--- src/shared/ctc_map.svh ---
// constants for the tag comparator controller
`ifndef CTC_MAP_SVH
`define CTC_MAP_SVH
`define CTC_INDEX_W      14
`define CTC_TAG_W        5
`define CTC_CLK_NS       25
// pulse, settle and access figures in ns, turned into cycles below
`define CTC_WR_LOW_NS    12
`define CTC_RST_LOW_NS   80
`define CTC_SETTLE_NS    20
`define CTC_ACCESS_NS    25
`define CTC_CYC_UP(ns)   ((((ns) + `CTC_CLK_NS - 1) / `CTC_CLK_NS) + 1)
`define CTC_WR_CYC       `CTC_CYC_UP(`CTC_WR_LOW_NS)
`define CTC_RST_CYC      `CTC_CYC_UP(`CTC_RST_LOW_NS)
`define CTC_SETTLE_CYC   `CTC_CYC_UP(`CTC_SETTLE_NS)
`define CTC_ACCESS_CYC   `CTC_CYC_UP(`CTC_ACCESS_NS)
`endif

--- src/shared/ctc_pkg.sv ---
// types for the tag comparator controller
`default_nettype none
package ctc_pkg;
	typedef enum logic [2:0] {
		CTC_OP_COMPARE = 3'h0,
		CTC_OP_WRITE   = 3'h1,
		CTC_OP_READ    = 3'h2,
		CTC_OP_CLEAR   = 3'h3
	} ctc_op_t;

	typedef struct packed {
		ctc_op_t     op;
		logic [13:0] index;
		logic [4:0]  tag;
	} ctc_req_t;

	typedef struct packed {
		logic       hit;
		logic [4:0] tag;
	} ctc_rsp_t;

	typedef struct packed {
		logic chip_enable_n;
		logic store_n;
		logic fetch_out_n;
		logic clear_all_n;
	} ctc_ctl_t;
endpackage
`default_nettype wire

--- src/design/ctc_sync.sv ---
// two-flop synchroniser for pin inputs
`timescale 1ns/1ps
`default_nettype none
module ctc_sync #(
	parameter int W = 1
) (
	input  wire logic         clk_i,
	input  wire logic         rst_i,
	input  wire logic [W-1:0] d_i,
	output logic      [W-1:0] q_o
);
	logic [W-1:0] meta_q;
	logic [W-1:0] sync_q;

	always_ff @(posedge clk_i or posedge rst_i) begin
		if (rst_i) begin
			meta_q <= '0;
			sync_q <= '0;
		end else begin
			meta_q <= d_i;
			sync_q <= meta_q;
		end
	end

	assign q_o = sync_q;
endmodule // ctc_sync
`default_nettype wire

--- src/design/ctc_ctrl.sv ---
// controller that drives the cache tag comparator through its pins
// Function
// - one tag line may be valid bit
// - one valid bit serves whole group
// - index held stable through write
// - index fed from registers
// - same index across wide groups
// - ignore hit until settled after write
`timescale 1ns/1ps
`default_nettype none
`include "ctc_map.svh"
module ctc_ctrl
	import ctc_pkg::*;
#(
	parameter int  INDEX_W   = `CTC_INDEX_W,
	parameter int  TAG_W     = `CTC_TAG_W,
	parameter bit  VALID_BIT = 1'b1,
	parameter int  VALID_POS = TAG_W - 1
) (
	input  wire logic               clk_i,
	input  wire logic               rst_i,
	input  wire ctc_req_t           req_i,
	input  wire logic               req_valid_i,
	output logic                    req_ready_o,
	output ctc_rsp_t                rsp_o,
	output logic                    rsp_valid_o,
	output logic [INDEX_W-1:0]      index_in_o,
	output ctc_ctl_t                ctl_o,
	output logic [TAG_W-1:0]        tag_bus_o,
	output logic [TAG_W-1:0]        tag_bus_oe_o,
	input  wire logic [TAG_W-1:0]   tag_bus_i,
	input  wire logic               tag_hit_i
);
	// ----------------------------------------
	// timing counts
	// ----------------------------------------
	// counts are fixed for a 25 ns clock; a faster clock needs new figures
	localparam int WR_CYC     = `CTC_WR_CYC;
	localparam int RST_CYC    = `CTC_RST_CYC;
	localparam int SETTLE_CYC = `CTC_SETTLE_CYC;
	// two extra cycles cover the synchroniser on the returned pins
	localparam int ACC_CYC    = `CTC_ACCESS_CYC + 2;
	localparam int CNT_W      = 8;

	// ----------------------------------------
	// state encoding
	// ----------------------------------------
	typedef enum logic [5:0] {
		ST_IDLE   = 6'b000001,
		ST_SETUP  = 6'b000010,
		ST_PULSE  = 6'b000100,
		ST_SETTLE = 6'b001000,
		ST_SAMPLE = 6'b010000,
		ST_DONE   = 6'b100000
	} ctc_state_t;

	// ----------------------------------------
	// returned pins
	// ----------------------------------------
	logic [TAG_W:0] pins_sync;

	ctc_sync #(
		.W(TAG_W + 1)
	) u_sync (
		.clk_i(clk_i),
		.rst_i(rst_i),
		.d_i  ({tag_hit_i, tag_bus_i}),
		.q_o  (pins_sync)
	);

	// ----------------------------------------
	// sequencer
	// ----------------------------------------
	ctc_state_t         state_q, state_d;
	logic [CNT_W-1:0]   cnt_q, cnt_d;
	ctc_op_t            op_q, op_d;
	logic [INDEX_W-1:0] index_q, index_d;
	logic [TAG_W-1:0]   tag_q, tag_d;
	ctc_ctl_t           ctl_q, ctl_d;
	logic               drive_q, drive_d;
	ctc_rsp_t           rsp_q, rsp_d;
	logic               rsp_valid_q, rsp_valid_d;
	logic [TAG_W-1:0]   tag_eff;

	// a constant-high valid line keeps cleared entries from hitting
	always_comb begin
		tag_eff = req_i.tag[TAG_W-1:0];
		if (VALID_BIT) begin
			tag_eff[VALID_POS] = 1'b1;
		end
	end

	// ----------------------------------------
	// next state
	// ----------------------------------------
	always_comb begin
		state_d     = state_q;
		cnt_d       = cnt_q;
		op_d        = op_q;
		index_d     = index_q;
		tag_d       = tag_q;
		ctl_d       = ctl_q;
		drive_d     = drive_q;
		rsp_d       = rsp_q;
		rsp_valid_d = 1'b0;
		case (state_q)
			ST_IDLE: begin
				if (req_valid_i) begin
					op_d    = req_i.op;
					index_d = req_i.index[INDEX_W-1:0];
					tag_d   = tag_eff;
					cnt_d   = '0;
					state_d = ST_SETUP;
					if (req_i.op == CTC_OP_CLEAR) begin
						// clear runs alone, all other strobes idle
						ctl_d   = '{chip_enable_n: 1'b1, store_n: 1'b1, fetch_out_n: 1'b1, clear_all_n: 1'b0};
						drive_d = 1'b0;
						state_d = ST_PULSE;
					end else begin
						ctl_d.chip_enable_n = 1'b0;
						ctl_d.fetch_out_n   = (req_i.op != CTC_OP_READ);
						drive_d             = (req_i.op != CTC_OP_READ);
					end
				end
			end
			ST_SETUP: begin
				// index settles one cycle before store falls
				if (op_q == CTC_OP_WRITE) begin
					ctl_d.store_n = 1'b0;
					state_d       = ST_PULSE;
				end else begin
					state_d = ST_SAMPLE;
				end
				cnt_d = '0;
			end
			ST_PULSE: begin
				cnt_d = cnt_q + 1'b1;
				if (cnt_q == CNT_W'(((op_q == CTC_OP_CLEAR) ? RST_CYC : WR_CYC) - 1)) begin
					ctl_d.store_n     = 1'b1;
					ctl_d.clear_all_n = 1'b1;
					cnt_d             = '0;
					state_d           = ST_SETTLE;
				end
			end
			ST_SETTLE: begin
				// index and data stay put while hit recovers
				cnt_d = cnt_q + 1'b1;
				if (cnt_q == CNT_W'(SETTLE_CYC - 1)) begin
					ctl_d.chip_enable_n = 1'b1;
					drive_d             = 1'b0;
					rsp_d.hit           = 1'b1;
					rsp_d.tag           = tag_q;
					state_d             = ST_DONE;
				end
			end
			ST_SAMPLE: begin
				cnt_d = cnt_q + 1'b1;
				if (cnt_q == CNT_W'(ACC_CYC - 1)) begin
					rsp_d.hit = pins_sync[TAG_W];
					rsp_d.tag = (op_q == CTC_OP_READ) ? pins_sync[TAG_W-1:0] : tag_q;
					ctl_d.chip_enable_n = 1'b1;
					ctl_d.fetch_out_n   = 1'b1;
					drive_d             = 1'b0;
					state_d             = ST_DONE;
				end
			end
			ST_DONE: begin
				rsp_valid_d = 1'b1;
				state_d     = ST_IDLE;
			end
			default: begin
				state_d = ST_IDLE;
			end
		endcase
	end

	// ----------------------------------------
	// registers
	// ----------------------------------------
	always_ff @(posedge clk_i or posedge rst_i) begin
		if (rst_i) begin
			state_q     <= ST_IDLE;
			cnt_q       <= '0;
			op_q        <= CTC_OP_COMPARE;
			index_q     <= '0;
			tag_q       <= '0;
			ctl_q       <= '{chip_enable_n: 1'b1, store_n: 1'b1, fetch_out_n: 1'b1, clear_all_n: 1'b1};
			drive_q     <= 1'b0;
			rsp_q       <= '0;
			rsp_valid_q <= 1'b0;
		end else begin
			state_q     <= state_d;
			cnt_q       <= cnt_d;
			op_q        <= op_d;
			index_q     <= index_d;
			tag_q       <= tag_d;
			ctl_q       <= ctl_d;
			drive_q     <= drive_d;
			rsp_q       <= rsp_d;
			rsp_valid_q <= rsp_valid_d;
		end
	end

	// ----------------------------------------
	// outputs
	// ----------------------------------------
	assign req_ready_o  = (state_q == ST_IDLE);
	assign rsp_o        = rsp_q;
	assign rsp_valid_o  = rsp_valid_q;
	assign index_in_o   = index_q;
	assign ctl_o        = ctl_q;
	assign tag_bus_o    = tag_q;
	assign tag_bus_oe_o = {TAG_W{drive_q}};
endmodule // ctc_ctrl
`default_nettype wire

--- config.mk ---
export PLATFORM = sky130hd
export DESIGN_NAME = ctc_ctrl
export DESIGN_NICKNAME = d
export VERILOG_FILES = /design/src/shared/ctc_pkg.sv /design/src/design/ctc_sync.sv /design/src/design/ctc_ctrl.sv
export VERILOG_INCLUDE_DIRS = /design/src /design/src/shared
export SDC_FILE = /design/constraint.sdc
export NUM_CORES = 1
export LEC_CHECK = 0
export BUFFER_PORTS_ARGS = -buffer_cell sky130_fd_sc_hd__buf_2
export CORE_ASPECT_RATIO = 0.6
export CORE_MARGIN = 2
export CORE_UTILIZATION = 44
export DETAILED_ROUTE_END_ITERATION = 8
export PLACE_DENSITY = 0.65
export SYNTH_ARGS = -nofsm -noshare
export SYNTH_HDL_FRONTEND = slang
export SYNTH_HIERARCHICAL = 1
export SYNTH_SLANG_ARGS = --single-unit
--- constraint.sdc ---
create_clock -name clk_i -period 5 [get_ports clk_i]
set_input_delay 1 -clock clk_i [delete_from_list [all_inputs] [get_ports clk_i]]
set_output_delay 1 -clock clk_i [all_outputs]
set_load 0.05 [all_outputs]
Yosys cells after proc, flatten, opt, wreduce, memory -nomap -nowiden
Cells that the tools add are included.
{ "totals": {"register_bits": 60, "in_bits": 31, "word_cells": 86} }
{ "classes": {"add_sub_neg": 2, "eq_ne": 20, "muxes": 34, "n_reduce_logical": 15} }
{ "ops": {"columns": ["operator", "n"], "rows": [
  ["6-bit two-way mux", 6],
  ["8-bit one-hot mux with 4 select lines", 1],
  ["6-bit one-hot mux with 5 select lines", 1],
  ["8-bit two-way mux", 2],
  ["1-bit two-way mux", 13],
  ["6-bit one-hot mux with 2 select lines", 1],
  ["4-bit AND reduction", 3],
  ["5-bit two-way mux", 2],
  ["2-bit != test (second input constant)", 5],
  ["3-bit by 2-bit equality test with 1-bit output (second input constant)", 3],
  ["1-bit one-hot mux with 3 select lines", 3],
  ["8-bit by 1-bit adder with 8-bit output (second input constant)", 1],
  ["8-bit by 1-bit equality test with 1-bit output (second input constant)", 1],
  ["8-bit by 2-bit equality test with 1-bit output (second input constant)", 1],
  ["8-bit equality test", 1],
  ["6-bit by 1-bit equality test with 1-bit output (second input constant)", 1],
  ["6-bit by 2-bit equality test with 1-bit output (second input constant)", 1],
  ["6-bit by 3-bit equality test with 1-bit output (second input constant)", 1],
  ["6-bit by 4-bit equality test with 1-bit output (second input constant)", 1],
  ["6-bit by 5-bit equality test with 1-bit output (second input constant)", 1],
  ["6-bit equality test (second input constant)", 1],
  ["3-bit two-way mux", 2],
  ["3-bit AND reduction", 2],
  ["2-bit nonzero test", 3],
  ["other kinds (11)", 14]
]} }

Depth between registers and ports, before layout
{ "depth": {"ltp_word": 6, "ltp_mapped": 8} }

Cells and area by module
The synthesis kept the hierarchy.
{ "modules_own_cells": {"columns": ["module", "n_inst", "cells_per_inst", "area_per_inst_um2", "seq_area_each_um2"], "rows": [
  ["ctc_ctrl", 1, 215, 2454.9, 1207.4],
  ["ctc_sync", 1, 13, 304.0, 300.3]
]} }

Least setup slack after synthesis
OpenSTA, ideal clock, no wires.
{ "synth_path": {"kind": "register to output", "startpoint": "register state_q[1]", "endpoint": "output req_ready_o", "arrival_ps": 1147, "required_ps": 4000, "slack_ps": 2853, "stages_incl_launch_ff": 5, "path_cell_list": "dfrtp_1 > buf_6 > nor4_4 > nand2_2 > inv_2"} }
{ "synth_between": {"elab_chain_len": 1} }
{ "synth_rtl": {"columns": ["element", "line", "text"], "rows": [
  ["from (decl)", "ctc_ctrl.sv:74", "ctc_state_t state_q, state_d;"],
  ["from (signal assigned)", "ctc_ctrl.sv:192", "state_q <= state_d;"],
  ["6-bit by 1-bit equality test with 1-bit output", "ctc_ctrl.sv:207", "assign req_ready_o = (state_q == ST_IDLE);"],
  ["to (decl)", "ctc_ctrl.sv:24", "output logic req_ready_o,"]
]} }
No other way between the ends.

Worst setup path in the final report
Ends and elaborated chain as after synthesis.

==> impl_summary.md <==
Pwr
The power density over cell area is 757 nW/um2. Across the VDD grid, the largest voltage drop is 473 uV. Summed over all cells, the static leakage comes to 1.56 nW.

Global route
The maximum number of pins on one net before global-route repair is 49. The number of antenna violations at the first check in global routing is 0. The first global-routing pass estimated 8740 um of wire. The via count of the first global-routing pass came to 1747. The total routing resource utilization after global routing is 0.165. The overall overflow remaining after global route is 0.

Finish
The final antenna diode count is 0. Once layout is complete, the utilization of the core stands at 0.534. The post-layout net count is 323. The area added between synthesis and finish is 17.6%. The share of final-layout standard cells stronger than drive strength 1 is 0.424.

STA
Setup repair after global routing left no endpoint under its margin. The setup TNS after final layout is 0 ns. The worst pin sits at a relative slew slack of 0.335. Derived from the worst setup path, the maximum achievable clock frequency is 361 MHz. For the final database, setup skew stands at 0.00805 ns. The post-route fraction of the period consumed by the critical path is 0.555. The number of failing hold endpoints at the final stage is 0. Setup violations remaining at the end of the flow were counted as 0. The max-slew violation total from the final report is 0.

The final period demand of the worst path is 2.77 ns. For the pin with the worst max-slew slack, the measured transition is 0.996 ns.

Clocking
The longest clock path from root to sink contains 2 buffers. The number of CTS-inserted buffers is 9. The clock transition time at the flip-flop clock pins of the worst setup and hold paths is 0.08 ns. The later pin in the worst-skew pair is clocked with a latency of 0.33 ns. In this run, post-CTS hold repair placed 0 buffers.

In this run the clock root is driven by a clkbuf_8. Post-CTS timing repair inserted 0 buffers for setup. The CTS tree is yes. The sink count of the clock tree is 60. The number of gates resized after CTS is 0. The maximum level of the CTS H-tree is 3.

Drt
The total DRC errors in the routed layout is 0. The via density per instance is 5.09. The count of nets left with antenna violations once routing finished came out at 0.

The vias after detailed routing is 1931. Wires add up to 5390 um. The first-pass iteration count of the detailed router is 4. The wire length per cell after detailed routing is 14.2 um. The first routing iteration left 126 violations.

Logic synthesis
The cell area after synthesis is 2760 um2. Yosys mapped a number of flops with a built-in enable equal to 0. For this run, the number of Yosys warnings is 6. The synthesized net count is 261. The number of instances in the synthesized netlist is 228. In the synthesized netlist the dominant register cell turns out to be dfrtp_1. The synthesized netlist contains 55 unique library cells.

The sequential element share of the synthesized area is 0.546. In this run the mean area of a mapped cell was 12.1 um2. For this run, asynchronously set or reset flops after synthesis account for 1.00.

In this run, synthesis produced a sequential element count of 60.

Critical path
By startpoint and endpoint, the worst setup path is classified as register to output pin. Along the worst path, the maximum fanout reaches 9. STA classifies the critical path startpoint as a register. Counting cells, the worst reg-to-reg path comes to 5. STA puts the critical path data required time at 4.00 ns. The data arrival time of the worst path is 1.77 ns. The type of element capturing the critical path is an output pin.

Job
The max-capacitance violation count is 0.

Hold path
The worst min-delay path category is register to register. The worst hold path was traced through 0 stages.

Place
The number of port buffers is 65. The congestion estimate from routability-driven global placement came to 0.794. Once detailed placement completed, the half-perimeter wirelength came to 3900 um.

Die
The floorplan step defined a core boundary enclosing 6080 um2. The die outline width is 106 um. The number of core rows is 22.

The I/O pin total is 67. The effective utilization at floorplan is 0.454. The floorplan step set the die height to 65.3 um. The area enclosed by the die boundary is 6940 um2.

Outcome
The run finished with clean final reports.
## logic make-up (layout without fill, tap and decap cells)
group | count (synthesis) | in the layout | share of synthesized area
flops | 60 | 60 | 0.546
compound gates | 44 | 44 | 0.113
mux | 31 | 31 | 0.122
fa+ha+maj | 2 | 2 | 0.00907
simple gates | 65 | 65 | 0.144
xor+xnor | 2 | 2 | 0.00635
buf+inv | 24 | 91 | 0.0590
## power breakdown
part	switching, mW	internal (mW)	leakage, nW
registers	0.132	0.657	0.723
clock network	0.210	0.187	0.0886
logic	0.879	0.392	0.750
total	1.22	1.24	1.56
## cell usage after synthesis, types with 3 or more instances
cell / number / area [um2]
a21o_1: 4 / 30.0
a21oi_1: 15 / 75.1
buf_4: 7 / 52.6
buf_6: 6 / 67.6
dfrtp_1: 55 / 1380
dfstp_2: 5 / 131
inv_1: 9 / 33.8
mux2_2: 21 / 236
mux2i_1: 10 / 100
nand2_1: 10 / 37.5
nand2b_1: 6 / 37.5
nand3_1: 6 / 30.0
nor2_1: 18 / 67.6
nor2b_1: 3 / 18.8
nor4_4: 3 / 63.8
o21ai_0: 4 / 20.0
## worst paths after layout
| path | start | end | slack, ns |
|---|---|---|---|
| max reg2reg | state_q[4] | cnt_q[6] | 2.85 |
| min reg2reg | u_sync/meta_q[4] | u_sync/q_o[4] | 0.35 |
| min in group asynchronous | rst_i | u_sync/meta_q[5] | 0.67 |
| min | u_sync/meta_q[4] | u_sync/q_o[4] | 0.35 |
| max | state_q[1] | req_ready_o | 2.23 |
| max in group asynchronous | rst_i | index_in_o[9] | 3.47 |
## worst max-delay path, stage by stage (launching register included)
cell and delay [ns]:
dfrtp_1 0.51, nor4_4 0.36, nand2_2 0.15, inv_2 0.15, buf_2 0.28
## final cells by class
type | instances | area [um2]
clock buffer | 9 | 124
inverter | 10 | 37.5
clock inverter | 7 | 57.6
fill | 548 | 2840
tap | 84 | 105
multi-input combinational | 144 | 1090
timing repair buffer | 65 | 325
sequential | 60 | 1510
## routing by layer
| metal | global-route usage | vias up | routed length (um) |
|---|---|---|---|
| met5 | 0 | - | 0 |
| met4 | 0.0592 | 0 | 49 |
| met3 | 0.0585 | 5 | 394 |
| met2 | 0.213 | 71 | 2160 |
| met1 | 0.250 | 923 | 2790 |
| li1 | - | 932 | - |
## stage by stage
stage	total power, mW	hold slack, ns	setup WS, ns	instances	instance area, um2
finish	2.46	0.352	2.23	379	3250
global route	2.60	0.361	2.10	379	3250
CTS	2.47	0.352	2.22	379	3250
detailed placement	2.07	0.335	2.59	363	3060
global placement	2.05	0.333	2.61	363	3060
floorplan	1.88	0.331	2.85	228	2760
## sequential cells by signal (all words and copies together), names as in the netlist
name	cells
index_in_o	14
ctl_o	4
u_sync/meta_q	6
u_sync/q_o	6
tag_bus_o	5
rsp_valid_o	1
state_q	6
op_q	3
cnt_q	8
rsp_o	6
drive_q	1
## cells in the final DEF (no fill, tap or decap), types with 5 or more instances in the layout
cell type	n
nand2b_1	6
dfstp_2	5
nand2_1	10
nand3_1	6
clkbuf_8	9
dfrtp_1	55
nor2_1	18
buf_2	65
inv_1	8
a21oi_1	15
mux2_2	21
mux2i_1	10
Note: power is estimated with default switching activity, not from simulation.
